<file path="src/hdl/adc_frame_pkg.sv">
// Constants and types for the serial converter frame timing block.
package adc_frame_pkg;
	localparam int CLK_SYS_HZ        = 50_000_000;
	localparam int FRAME_LEN_12      = 16;
	localparam int FRAME_LEN_10      = 14;
	localparam int LEAD_ZEROS        = 4;
	localparam int RESULT_BITS_12    = 12;
	localparam int RESULT_BITS_10    = 10;
	localparam int SHIFT_BITS        = 16;
	localparam int CNT_W             = 5;
	localparam int QUIET_NS          = 50;
	localparam int ACQ_NS            = 250;
	localparam int WAKE_DELAY_NS     = 1000;
	localparam int SCLK_MIN_HZ       = 10_000;
	localparam int SCLK_MAX_HZ       = 5_000_000;
	localparam int QUIET_CYC =
		(QUIET_NS * (CLK_SYS_HZ / 1_000_000) + 999) / 1000;
	localparam int ACQ_CYC =
		(ACQ_NS * (CLK_SYS_HZ / 1_000_000) + 999) / 1000;
	localparam logic [CNT_W-1:0] CNT_ZERO = 5'h00;
	localparam logic [CNT_W-1:0] CNT_ONE  = 5'h01;
	localparam logic [SHIFT_BITS-1:0] SHIFT_ZERO = 16'h0000;

	typedef enum logic [1:0] {
		ST_IDLE,
		ST_SHIFT,
		ST_DONE
	} frame_state_t;
endpackage

</file>
<file path="src/hdl/adc_pin_if.sv">
// Interface carrying the synchronised pin levels and their edge events.
`timescale 1ns/1ns
interface adc_pin_if;
	logic frame_sel_n;
	logic sclk;
	logic frame_start;
	logic frame_end;
	logic sclk_fall;
	modport sync (
		output frame_sel_n,
		output sclk,
		output frame_start,
		output frame_end,
		output sclk_fall
	);
	modport core (
		input frame_sel_n,
		input sclk,
		input frame_start,
		input frame_end,
		input sclk_fall
	);
endinterface

</file>
<file path="src/hdl/serial_adc_frame_timing.sv">
// Device side of the serial converter frame: sampling and readout.
`timescale 1ns/1ns
// Operation
// - Frame lasts 14 or 16 sclk periods.
// - Drive data line soon after select falls.
// - New bit after each sclk falling edge.
// - Release data line after final falling edge.
// - Four zeros, then result MSB first.
// - Frame select starts conversion and frames transfer.
// - Serial clock alone paces the conversion.
module serial_adc_frame_timing
	import adc_frame_pkg::*;
#(
	parameter int RESULT_BITS = RESULT_BITS_12
) (
	input  wire logic                   clk_sys_i,
	input  wire logic                   sys_rst_i,
	input  wire logic                   frame_sel_n_i,
	input  wire logic                   sclk_i,
	input  wire logic [RESULT_BITS-1:0] sample_value_i,
	output logic                        serial_result_out_o,
	output logic                        serial_result_oe_o,
	output logic                        busy_o,
	output logic [RESULT_BITS-1:0]      held_sample_o
);
	localparam int FRAME_LEN =
		(RESULT_BITS == RESULT_BITS_10) ? FRAME_LEN_10 : FRAME_LEN_12;
	localparam logic [CNT_W-1:0] FRAME_LEN_C = CNT_W'(FRAME_LEN);
	localparam int TRAIL = SHIFT_BITS - LEAD_ZEROS - RESULT_BITS;

	adc_pin_if pins ();

	adc_pin_sync u_sync (
		.clk_sys_i     (clk_sys_i),
		.sys_rst_i     (sys_rst_i),
		.frame_sel_n_i (frame_sel_n_i),
		.sclk_i        (sclk_i),
		.pins          (pins.sync)
	);

	frame_state_t            state_reg;
	frame_state_t            state_next;
	logic [CNT_W-1:0]        fall_cnt_reg;
	logic [CNT_W-1:0]        fall_cnt_next;
	logic [SHIFT_BITS-1:0]   shift_reg;
	logic [SHIFT_BITS-1:0]   shift_next;
	logic                    out_reg;
	logic                    out_next;
	logic                    oe_reg;
	logic                    oe_next;
	logic [RESULT_BITS-1:0]  hold_reg;
	logic [RESULT_BITS-1:0]  hold_next;
	wire  [SHIFT_BITS-1:0]   frame_word;
	wire                     last_fall;

	// Word laid out as leading zeros, result, then trailing zeros only when TRAIL > 0.
	generate
		if (TRAIL > 0) begin : g_trail
			assign frame_word = {{LEAD_ZEROS{1'b0}}, sample_value_i,
				{TRAIL{1'b0}}};
		end else begin : g_notrail
			assign frame_word = {{LEAD_ZEROS{1'b0}},
				sample_value_i};
		end
	endgenerate

	assign last_fall = pins.sclk_fall
		&& (fall_cnt_reg == FRAME_LEN_C - CNT_ONE);

	always_comb begin
		state_next    = state_reg;
		fall_cnt_next = fall_cnt_reg;
		shift_next    = shift_reg;
		out_next      = out_reg;
		oe_next       = oe_reg;
		hold_next     = hold_reg;
		unique case (state_reg)
			ST_IDLE: begin
				if (pins.frame_start) begin
					hold_next     = sample_value_i;
					shift_next    = {frame_word[SHIFT_BITS-2:0], 1'b0};
					out_next      = frame_word[SHIFT_BITS-1];
					oe_next       = 1'b1;
					fall_cnt_next = CNT_ZERO;
					state_next    = ST_SHIFT;
				end
			end
			ST_SHIFT: begin
				if (pins.frame_end) begin
					oe_next    = 1'b0;
					out_next   = 1'b0;
					state_next = ST_IDLE;
				end else if (last_fall) begin
					oe_next    = 1'b0;
					out_next   = 1'b0;
					state_next = ST_DONE;
				end else if (pins.sclk_fall) begin
					out_next      = shift_reg[SHIFT_BITS-1];
					shift_next    = {shift_reg[SHIFT_BITS-2:0], 1'b0};
					fall_cnt_next = fall_cnt_reg + CNT_ONE;
				end
			end
			ST_DONE: begin
				if (pins.frame_end) begin
					state_next = ST_IDLE;
				end
			end
		endcase
	end

	always_ff @(posedge clk_sys_i or posedge sys_rst_i) begin
		if (sys_rst_i) begin
			state_reg    <= ST_IDLE;
			fall_cnt_reg <= CNT_ZERO;
			shift_reg    <= SHIFT_ZERO;
			out_reg      <= 1'b0;
			oe_reg       <= 1'b0;
			hold_reg     <= '0;
		end else begin
			state_reg    <= state_next;
			fall_cnt_reg <= fall_cnt_next;
			shift_reg    <= shift_next;
			out_reg      <= out_next;
			oe_reg       <= oe_next;
			hold_reg     <= hold_next;
		end
	end

	assign serial_result_out_o = out_reg;
	assign serial_result_oe_o  = oe_reg;
	assign busy_o              = (state_reg == ST_SHIFT);
	assign held_sample_o       = hold_reg;
endmodule

</file>
<file path="src/hdl/adc_pin_sync.sv">
// Two-stage synchronisers and edge detection for frame select and sclk.
`timescale 1ns/1ns
module adc_pin_sync (
	input  wire logic clk_sys_i,
	input  wire logic sys_rst_i,
	input  wire logic frame_sel_n_i,
	input  wire logic sclk_i,
	adc_pin_if.sync   pins
);
	logic [1:0] cs_meta_reg;
	logic [1:0] ck_meta_reg;
	logic       cs_last_reg;
	logic       ck_last_reg;

	always_ff @(posedge clk_sys_i or posedge sys_rst_i) begin
		if (sys_rst_i) begin
			cs_meta_reg <= 2'h3;
			ck_meta_reg <= 2'h0;
			cs_last_reg <= 1'b1;
			ck_last_reg <= 1'b0;
		end else begin
			cs_meta_reg <= {cs_meta_reg[0], frame_sel_n_i};
			ck_meta_reg <= {ck_meta_reg[0], sclk_i};
			cs_last_reg <= cs_meta_reg[1];
			ck_last_reg <= ck_meta_reg[1];
		end
	end

	assign pins.frame_sel_n = cs_meta_reg[1];
	assign pins.sclk        = ck_meta_reg[1];
	assign pins.frame_start = cs_last_reg & ~cs_meta_reg[1];
	assign pins.frame_end   = ~cs_last_reg & cs_meta_reg[1];
	assign pins.sclk_fall   = ck_last_reg & ~ck_meta_reg[1];
endmodule

</file>
<file path="config.mk">
export PLATFORM = sky130hd
export DESIGN_NAME = serial_adc_frame_timing
export DESIGN_NICKNAME = d
export VERILOG_FILES = /design/src/hdl/adc_frame_pkg.sv /design/src/hdl/adc_pin_if.sv /design/src/hdl/serial_adc_frame_timing.sv /design/src/hdl/adc_pin_sync.sv
export SDC_FILE = /design/constraint.sdc
export NUM_CORES = 1
export LEC_CHECK = 0
export BUFFER_PORTS_ARGS = -buffer_cell sky130_fd_sc_hd__buf_2
export CORE_UTILIZATION = 35
export DETAILED_ROUTE_END_ITERATION = 8
export GPL_ROUTABILITY_DRIVEN = 0
export GPL_TIMING_DRIVEN = 0
export SYNTH_ARGS = -nofsm -noshare
export SYNTH_HDL_FRONTEND = slang
export SYNTH_SLANG_ARGS = --single-unit
</file>
<file path="constraint.sdc">
create_clock -name clk_sys_i -period 2.35 [get_ports clk_sys_i]
set_clock_uncertainty 0.15 [all_clocks]
set_input_delay 0.47 -clock clk_sys_i [delete_from_list [all_inputs] [get_ports clk_sys_i]]
set_output_delay 0.47 -clock clk_sys_i [all_outputs]
set_load 0.005 [all_outputs]
</file>
After elaboration in Yosys (flattened, before gate mapping). Cells that the tools add are included.

Flip-flop bits (word level): 43. Bits of input ports: 16. Output and inout port bits: 15. Logic and storage cells: 59.

$add $sub $neg: 1. Equal/unequal tests: 10. Muxes and demuxes: 24. Bitwise logic cells: 6. Reduce and logical (&&, ||, !) cells: 8.

Operators with widths (count): $mux W16 (4); $pmux W16 S2 (1); $mux W5 (4); $pmux W5 S2 (1); $reduce_and A3 Y1 (3); $mux W2 (4); $ne A2 B2 Y1 const B (4); $mux W1 (7); $pmux W2 S3 (1); $add A5 B1 Y5 const B (1); $eq A5 B4 Y1 const B (1); $reduce_and A5 Y1 (1); $ne A4 B1 Y1 const B (1); $pmux W1 S2 (2); $and A1 B1 Y1 (3); $ne A3 B1 Y1 const B (1); $not A1 Y1 (3); $eq A2 B1 Y1 const B (1); $eq A2 B2 Y1 const B (1); $logic_not A2 Y1 (1); $ne A2 B1 Y1 const B (1); $reduce_and A2 Y1 (1); $reduce_bool A2 Y1 (1); $logic_and A1 B1 Y1 (1).

Logic depth before layout (Yosys ltp). Gate-level depths: netlist of run 1.

Word-level depth: 6. Mapped depth: 8.

By module. From an unflattened synthesis of run 1, not the netlist that was laid out.

Cell total of the unflattened synthesis: 161. Area total of the unflattened synthesis: 1973.1 µm².

Modules (own cells, without submodules): serial_adc_frame_timing (instances 1, cells an instance 151, area an instance 1794.2 µm²); adc_pin_sync (instances 1, cells an instance 10, area an instance 178.9 µm²).

Least setup slack after synthesis of run 1. Ideal clock, no wire load.

Path kind: register to register. From: register fall_cnt_reg[0]. To: register shift_reg[1]. Arrival: 2.103 ns. Required time: 2.075 ns. Path slack: -0.028 ns. Cell stages (with the launch flop): 9. Clock period less this slack: 2.378 ns. Path through: dfrtp_1 > ha_1 > and3_1 > ha_1 > nor3b_2 > nand3_2 > a21oi_4 > buf_12 > mux2_4.

Longest elaborated chain between the ends: 4.

RTL lines: start: declaration (line serial_adc_frame_timing.sv:43) `logic [CNT_W-1:0] fall_cnt_reg;`; start signal: assignment (line serial_adc_frame_timing.sv:121) `fall_cnt_reg <= fall_cnt_next;`; $eq A5 B4 Y1 (line serial_adc_frame_timing.sv:68) `&& (fall_cnt_reg == FRAME_LEN_C - CNT_ONE);`; $logic_and A1 B1 Y1 (line serial_adc_frame_timing.sv:68); $ne A2 B2 Y1 (no source line); $reduce_and A5 Y1 (no source line); end signal: assignment (line serial_adc_frame_timing.sv:122) `shift_reg <= shift_next;`; end: declaration (line serial_adc_frame_timing.sv:45) `logic [SHIFT_BITS-1:0] shift_reg;`.

No other way between the ends. A chain may end at the register's enable or synchronous reset.

Worst setup path in the final report of run 1.
From: register fall_cnt_reg[1]. To: register shift_reg[4].

Same word-level chain as after synthesis.

==> results.md, run 1 <==
- Max-cap viol count: 0
- Max reg flops: 15
- Antenna-violating nets left: 0
- Vias: 1274
- Final min period: between 2 and 2.5 ns
- Detailed Place HPWL: between 2000 and 2500 microns
- Placed Instances: approximately 250
- First-pass DRT Iterations: 4
- Core area: approximately 5500 sq um
- # fillers: 526
- Critical path, cell by cell: ha_2, and3_4, ha_4, nor3b_4, nand3_2, a21oi_4, buf_12, mux2_4
- Power density over the cells: 1230 nW/um^2
- Fin worst setup slack: about 0.019 ns
- Clk_lat worst skew: 0.29 ns
- Syn Inst Count: approximately 150
- Syn Nets: 170
- H-Tree Depth: 2
- Main synth FF type: dfrtp_1
- CTS clk-pin slew, worst paths: roughly 0.080 ns
- RSZ-0062 raised after global routing: true
- Post-synth ARST share: 100%
- Global-route wire length before repair: about 6200 microns
- Synth top area share: around half
- Hold WC Path Type: input pin to flip-flop
- Hold buffer count at CTS: 0
- I/O pins: 31
- Root Driver: clkbuf_8
- Global route overflow: 0
- Ant. Diodes: 0
- Clock tree buffer depth: 2
- Hold EP: u_sync.cs_meta_reg[0]
- Required @ worst endpoint: roughly 2.4 ns
- Seq/Total Area, Yosys: 53.3%
- WHS: 0.130 ns
- Post-synth EDFFs: 0
- DR WL/cell: 13.6 microns
- Slew @ Worst Pin: 0.861 ns
- Vias per cell: approximately 4.8
- Max Slew Vio Count: 0
- Highest clock rate: 429 MHz
- Warnings from Yosys: 0
- CTS Buf Count: 5
- Ranking of synthesized cells by area: dfrtp_1 49%, mux2_2 18%, dfstp_2 4.0%
- Critical path launch point type: flip-flop
- Final worst-path cycle share: between 90 and 100%
- Largest net degree at the start of global routing: 43
- Final hold vios: 0
- Leading area contributor after synthesis: dfrtp_1
- Setup WS pre-CTS: -0.286 ns
- Crit end category: flip-flop
- Initial antenna violation count: 0
- Full die area: between 5000 and 6000 sq um
- VDD IR max: about 640 uV
- Post-synthesis register bit count: 42
- Min-Delay Path Depth: 1
- Maximum fanout along the worst path: 10
- CTS tree: built
- Port Buffer Count: 30
- Largest stage delay on the critical path: between 0.4 and 0.5 ns
- Reg2reg path depth: 8
- Most frequent cell after synthesis: dfrtp_1
- Hold Startpoint: frame_sel_n_i
- R2R Setup Slk: 0.02 ns
- Critical path's slowest cell: dfrtp_1
- CP arrival: between 2 and 2.5 ns
- Final nets: approximately 220
- Post-route DRC: 0
- Synth cell count leaders: 39 x dfrtp_1, 32 x mux2_2, 10 x inv_1
- Die width: 77.2 microns
- Leakage power: between 1 and 1.5 nW
- Crit Path Class: flip-flop to flip-flop
- Synthesized area: about 2000 sq um
- Outcome: finished, final reports clean
- Die Height: around 77 microns
- Final setup fails: 0
- Rel. slew slack: a little over two fifths
- Iter 0 DRT Violations: 67
- Finished Layout Cells: between 200 and 300
- Area grow syn2layout: 23.1%
- Worst R2R End: shift_reg[4]
- WL final: between 3000 and 4000 microns
- Synth cell types: 37
- Starting density of the core: between 30 and 40%
- Site Rows: 27
- Mean Syn Cell Area: 13.3 sq um
- CTS sink cnt: 42
- Layout cell share with drive strength beyond 1: just over 50%
- Reg2reg start: fall_cnt_reg[1]
- Gr usage total: between 10% and 20%
- Vias in the first global route: between 1k and 1.5k
==> per-layer routing <==
layer / GRT usage (%) / vias up / wire, microns
li1: - / 611 / -
met1: 16.9 / 627 / 1700
met2: 21.6 / 30 / 1800
met3: 3.57 / 6 / 107
met4: 5.09 / 0 / 34
met5: 0 / - / 0
==> worst max-delay path by stage <==
stage,cells after the start,slack [ns],startpoint,to
global placement,8,-0.26,fall_cnt_reg[0],shift_reg[1]
floorplan,8,0.008,fall_cnt_reg[0],shift_reg[1]
finish,8,0.02,fall_cnt_reg[1],shift_reg[4]
detailed placement,8,-0.29,fall_cnt_reg[0],shift_reg[2]
global route,8,-0.06,fall_cnt_reg[1],shift_reg[2]
CTS,8,-0.01,fall_cnt_reg[1],shift_reg[7]
==> power breakdown <==
| part | switching [W] | total, W | internal [W] |
|---|---|---|---|
| logic | 0.000550 | 0.00137 | 0.000819 |
| clock network | 0.000232 | 0.000471 | 0.000240 |
| registers | 0.000146 | 0.00115 | 0.00101 |
==> timing repair <==
| action | CTS | global route |
|---|---|---|
| pin swaps | 2 | 4 |
| gates resized for setup | 1 | 12 |
| setup endpoints to repair | 18 | 14 |
| setup buffers | 4 | 5 |
==> worst max-delay path: cells and delay by family (launching register included) <==
family / cells / cell delay [ns]
flip-flops: 1 / 0.41
AND/OR/NAND/NOR: 3 / 0.54
buffers and inverters: 1 / 0.17
AO/OA/AOI/OAI: 1 / 0.25
adder cells (fa/ha/maj): 2 / 0.38
multiplexers: 1 / 0.30
==> through the flow <==
step | setup TNS [ns] | utilization (%) | power (W) | cell area [sq um]
detailed placement | -3.25 | 40.6 | 0.00235 | 2220
CTS | -0.0415 | 42.9 | 0.00288 | 2350
floorplan | 0 | - | 0.00204 | 1980
global route | -0.604 | 44.6 | 0.00321 | 2440
finish | 0 | 44.6 | 0.00299 | 2440
global placement | -2.74 | 40.6 | 0.00233 | 2220
==> final cells by class <==
class	instances	area [sq um]	share of cell area, %
multi-input cells	92	898	36.8
flip-flops and latches	42	1050	43.3
repair buffers	39	225	9.24
plain buffers	5	42.5	1.74
inverters	10	37.5	1.54
well taps	72	90.1	3.69
clock buffers	8	90.1	3.69
==> layout by cell type (no fill, tap or decap), types with 2 or more instances in the layout <==
| cell | count |
|---|---|
| mux2_4 | 12 |
| dfstp_2 | 3 |
| a21oi_1 | 2 |
| nor3_1 | 2 |
| clkbuf_1 | 2 |
| inv_1 | 9 |
| buf_6 | 2 |
| mux2i_1 | 6 |
| nor2_1 | 5 |
| ha_1 | 3 |
| clkbuf_8 | 6 |
| nand2_1 | 7 |
| a211o_1 | 2 |
| nor2b_1 | 2 |
| buf_2 | 33 |
| buf_4 | 8 |
| mux2_2 | 25 |
| dfrtp_1 | 39 |
| nand4_1 | 2 |
| nand2b_1 | 3 |
==> logic make-up after synthesis <==
logic type	synth area share, %
simple gates	8.72
flops	53.3
mux	25.0
fa+ha+maj	3.16
compound gates	5.81
buf+inv	4.04
Note: power is estimated with default switching activity, not from simulation.
==> run 2: changes to the inputs <==
--- a/config.mk
+++ b/config.mk
@@ -6,10 +6,12 @@
 export NUM_CORES = 1
 export LEC_CHECK = 0
 export BUFFER_PORTS_ARGS = -buffer_cell sky130_fd_sc_hd__buf_2
-export CORE_UTILIZATION = 35
+export CORE_ASPECT_RATIO = 0.8
+export CORE_UTILIZATION = 45
 export DETAILED_ROUTE_END_ITERATION = 8
 export GPL_ROUTABILITY_DRIVEN = 0
 export GPL_TIMING_DRIVEN = 0
+export PLACE_DENSITY = 0.68
 export SYNTH_ARGS = -nofsm -noshare
 export SYNTH_HDL_FRONTEND = slang
 export SYNTH_SLANG_ARGS = --single-unit
==> results.md, run 2 (synthesis results as in run 1) <==
- Outcome: finished, final reports clean
- RSZ-0062 raised after global routing: true
- Highest clock rate: about 430 MHz
- Vias per cell: a little over 5
- Gr usage total: around 18%
- CTS tree: built
- Die width: 76.2 microns
- Internal: between 0.002 and 0.0025 W
- Global route overflow: 0
- Max-cap viol count: 0
- Final setup fails: 0
- Vias: between 1k and 1.5k
- Final hold vios: 0
- WL final: 3700 microns
- Total placed instance area: 2200 sq um
- Rel. slew slack: between 40% and 50%
- I/O pins: 31
- Sequential share of power: 36.1%
- Most frequent cells in the layout: 39 x dfrtp_1, 33 x buf_2, 32 x mux2_2
- Slew @ Worst Pin: 0.854 ns
- Clk pwr share: a little over a fifth
- Area grow syn2layout: 25.3%
- H-Tree Depth: 2
- CTS clk-pin slew, worst paths: 0.09 ns
- Starting density of the core: 47.1%
- Sw Share: ~30%
- Largest net degree at the start of global routing: 43
- Reg2reg start: fall_cnt_reg[1]
- Max reg flops: 15
- Maximum fanout along the worst path: 4
- Detailed Place HPWL: between 2000 and 2500 microns
- Post-route DRC: 0
- VDD IR max: ~560 uV
- Hold Startpoint: frame_sel_n_i
- Power density over the cells: between 1000 and 1500 nW/um^2
- Leakage power: ~1.1 nW
- Ant. Diodes: 0
- Reg2reg path depth: 8
- Crit Path Class: flip-flop to flip-flop
- Clk_lat worst skew: slightly below 0.3 ns
- Final nets: about 220
- Final min period: between 2 and 2.5 ns
- First-pass DRT Iterations: 4
- Vias in the first global route: ~1.3k
- Site Rows: 21
- Hold WC Path Type: input pin to flip-flop
- Most common cell after layout, fill and taps aside: dfrtp_1
- Setup WS pre-CTS: -0.247 ns
- CP arrival: 2.33 ns
- Comb pwr share: between 40% and 50%
- Min-Delay Path Depth: 1
- CTS Buf Count: 5
- Global-route wire length before repair: roughly 6100 microns
- Total power draw: approximately 0.0032 W
- Root Driver: clkbuf_8
- Hold buffer count at CTS: 0
- Final worst-path cycle share: between 90% and 100%
- Required @ worst endpoint: ~2.4 ns
- Die Height: 61.3 microns
- Full die area: 4670 sq um
- Fin worst setup slack: between 0.04 and 0.05 ns
- Crit end category: flip-flop
- Antenna-violating nets left: 0
- Core area: around 4200 sq um
- TNS Setup: 0 ns
- Switching power: between 0.0009 and 0.001 W
- Initial antenna violation count: 0
- Layout cell share with drive strength beyond 1: between 50% and 60%
- Max Slew Vio Count: 0
- Clock tree buffer depth: 2
- Worst Setup SP: fall_cnt_reg[1]
- Final instance area: 2480 sq um
- Critical path launch point type: flip-flop
- Iter 0 DRT Violations: 30
- Port Buffer Count: 30
- DR WL/cell: 14.5 microns
- CTS sink cnt: 42
-- run 2: changes by cell type in the layout (fill, tap and decap cells not counted), sizes merged --
cell,previous run,this run
clkbuf,8,5
clkinv,0,1
buf,44,46
bufinv,0,2
-- run 2: cell type report --
class	instances	area (sq um)
Tap cell	57	71.3
Inverter	10	37.5
Sequential cell	42	1050
Fill cell	343	1720
Buffer	5	42.5
Multi-Input combinational cell	92	872
Clock inverter	3	68.8
Timing Repair Buffer	41	265
Clock buffer	5	68.8
-- run 2: final timing paths --
path / to / slack, ns
max: fall_cnt_reg[2] / 0.05
min: u_sync.cs_meta_reg[0] / 0.11
max reg2reg: fall_cnt_reg[2] / 0.05
min reg2reg: u_sync.ck_meta_reg[1] / 0.21
max in group asynchronous: held_sample_o[8] / 1.31
min in group asynchronous: held_sample_o[3] / 0.20
-- run 2: power by group through the flow --
| stage | clock network [W] | registers, W | logic [W] |
|---|---|---|---|
| 3_5_place_dp | 0 | 0.00117 | 0.00119 |
| 5_1_grt | 0.000722 | 0.00119 | 0.00148 |
| 3_3_place_gp | 0 | 0.00115 | 0.00115 |
| 2_1_floorplan | 0 | 0.00115 | 0.000888 |
| 6_report | 0.000679 | 0.00115 | 0.00136 |
| 4_1_cts | 0.000693 | 0.00115 | 0.00129 |
-- run 2: metrics by stage --
| step | std cells | hold slack, ns | util, % |
|---|---|---|---|
| 6_report | 255 | 0.113 | 59.0 |
| 5_1_grt | 255 | 0.102 | 59.0 |
| 4_1_cts | 251 | 0.104 | 57.8 |
| 3_5_place_dp | 236 | 0.201 | 52.4 |
| 3_3_place_gp | 236 | 0.189 | 52.4 |
| 2_1_floorplan | 149 | 0.181 | - |
-- run 2: routing by layer --
layer | vias up | GRT usage [%] | part of all wire, %
met3 | 8 | 5.19 | 3.5
met4 | 0 | 8.79 | 1.6
met1 | 654 | 21.3 | 46
met2 | 22 | 29.5 | 49
li1 | 623 | - | -
met5 | - | 0 | 0
-- run 2: timing repair --
action / 4_1_cts / 5_1_grt
buffers inserted: 7 / 4
resized for setup: 4 / 2
endpoints found under the setup margin: 17 / 16
pin swaps: 3 / 4
-- run 2: worst max-delay path: stages, from the launching register on --
cell and delay, ns:
dfrtp_1 0.41, ha_2 0.19, and3_4 0.18, ha_4 0.17, nor3b_4 0.19, nand3_2 0.13
buf_4 0.17, a21o_2 0.23, a221o_1 0.35
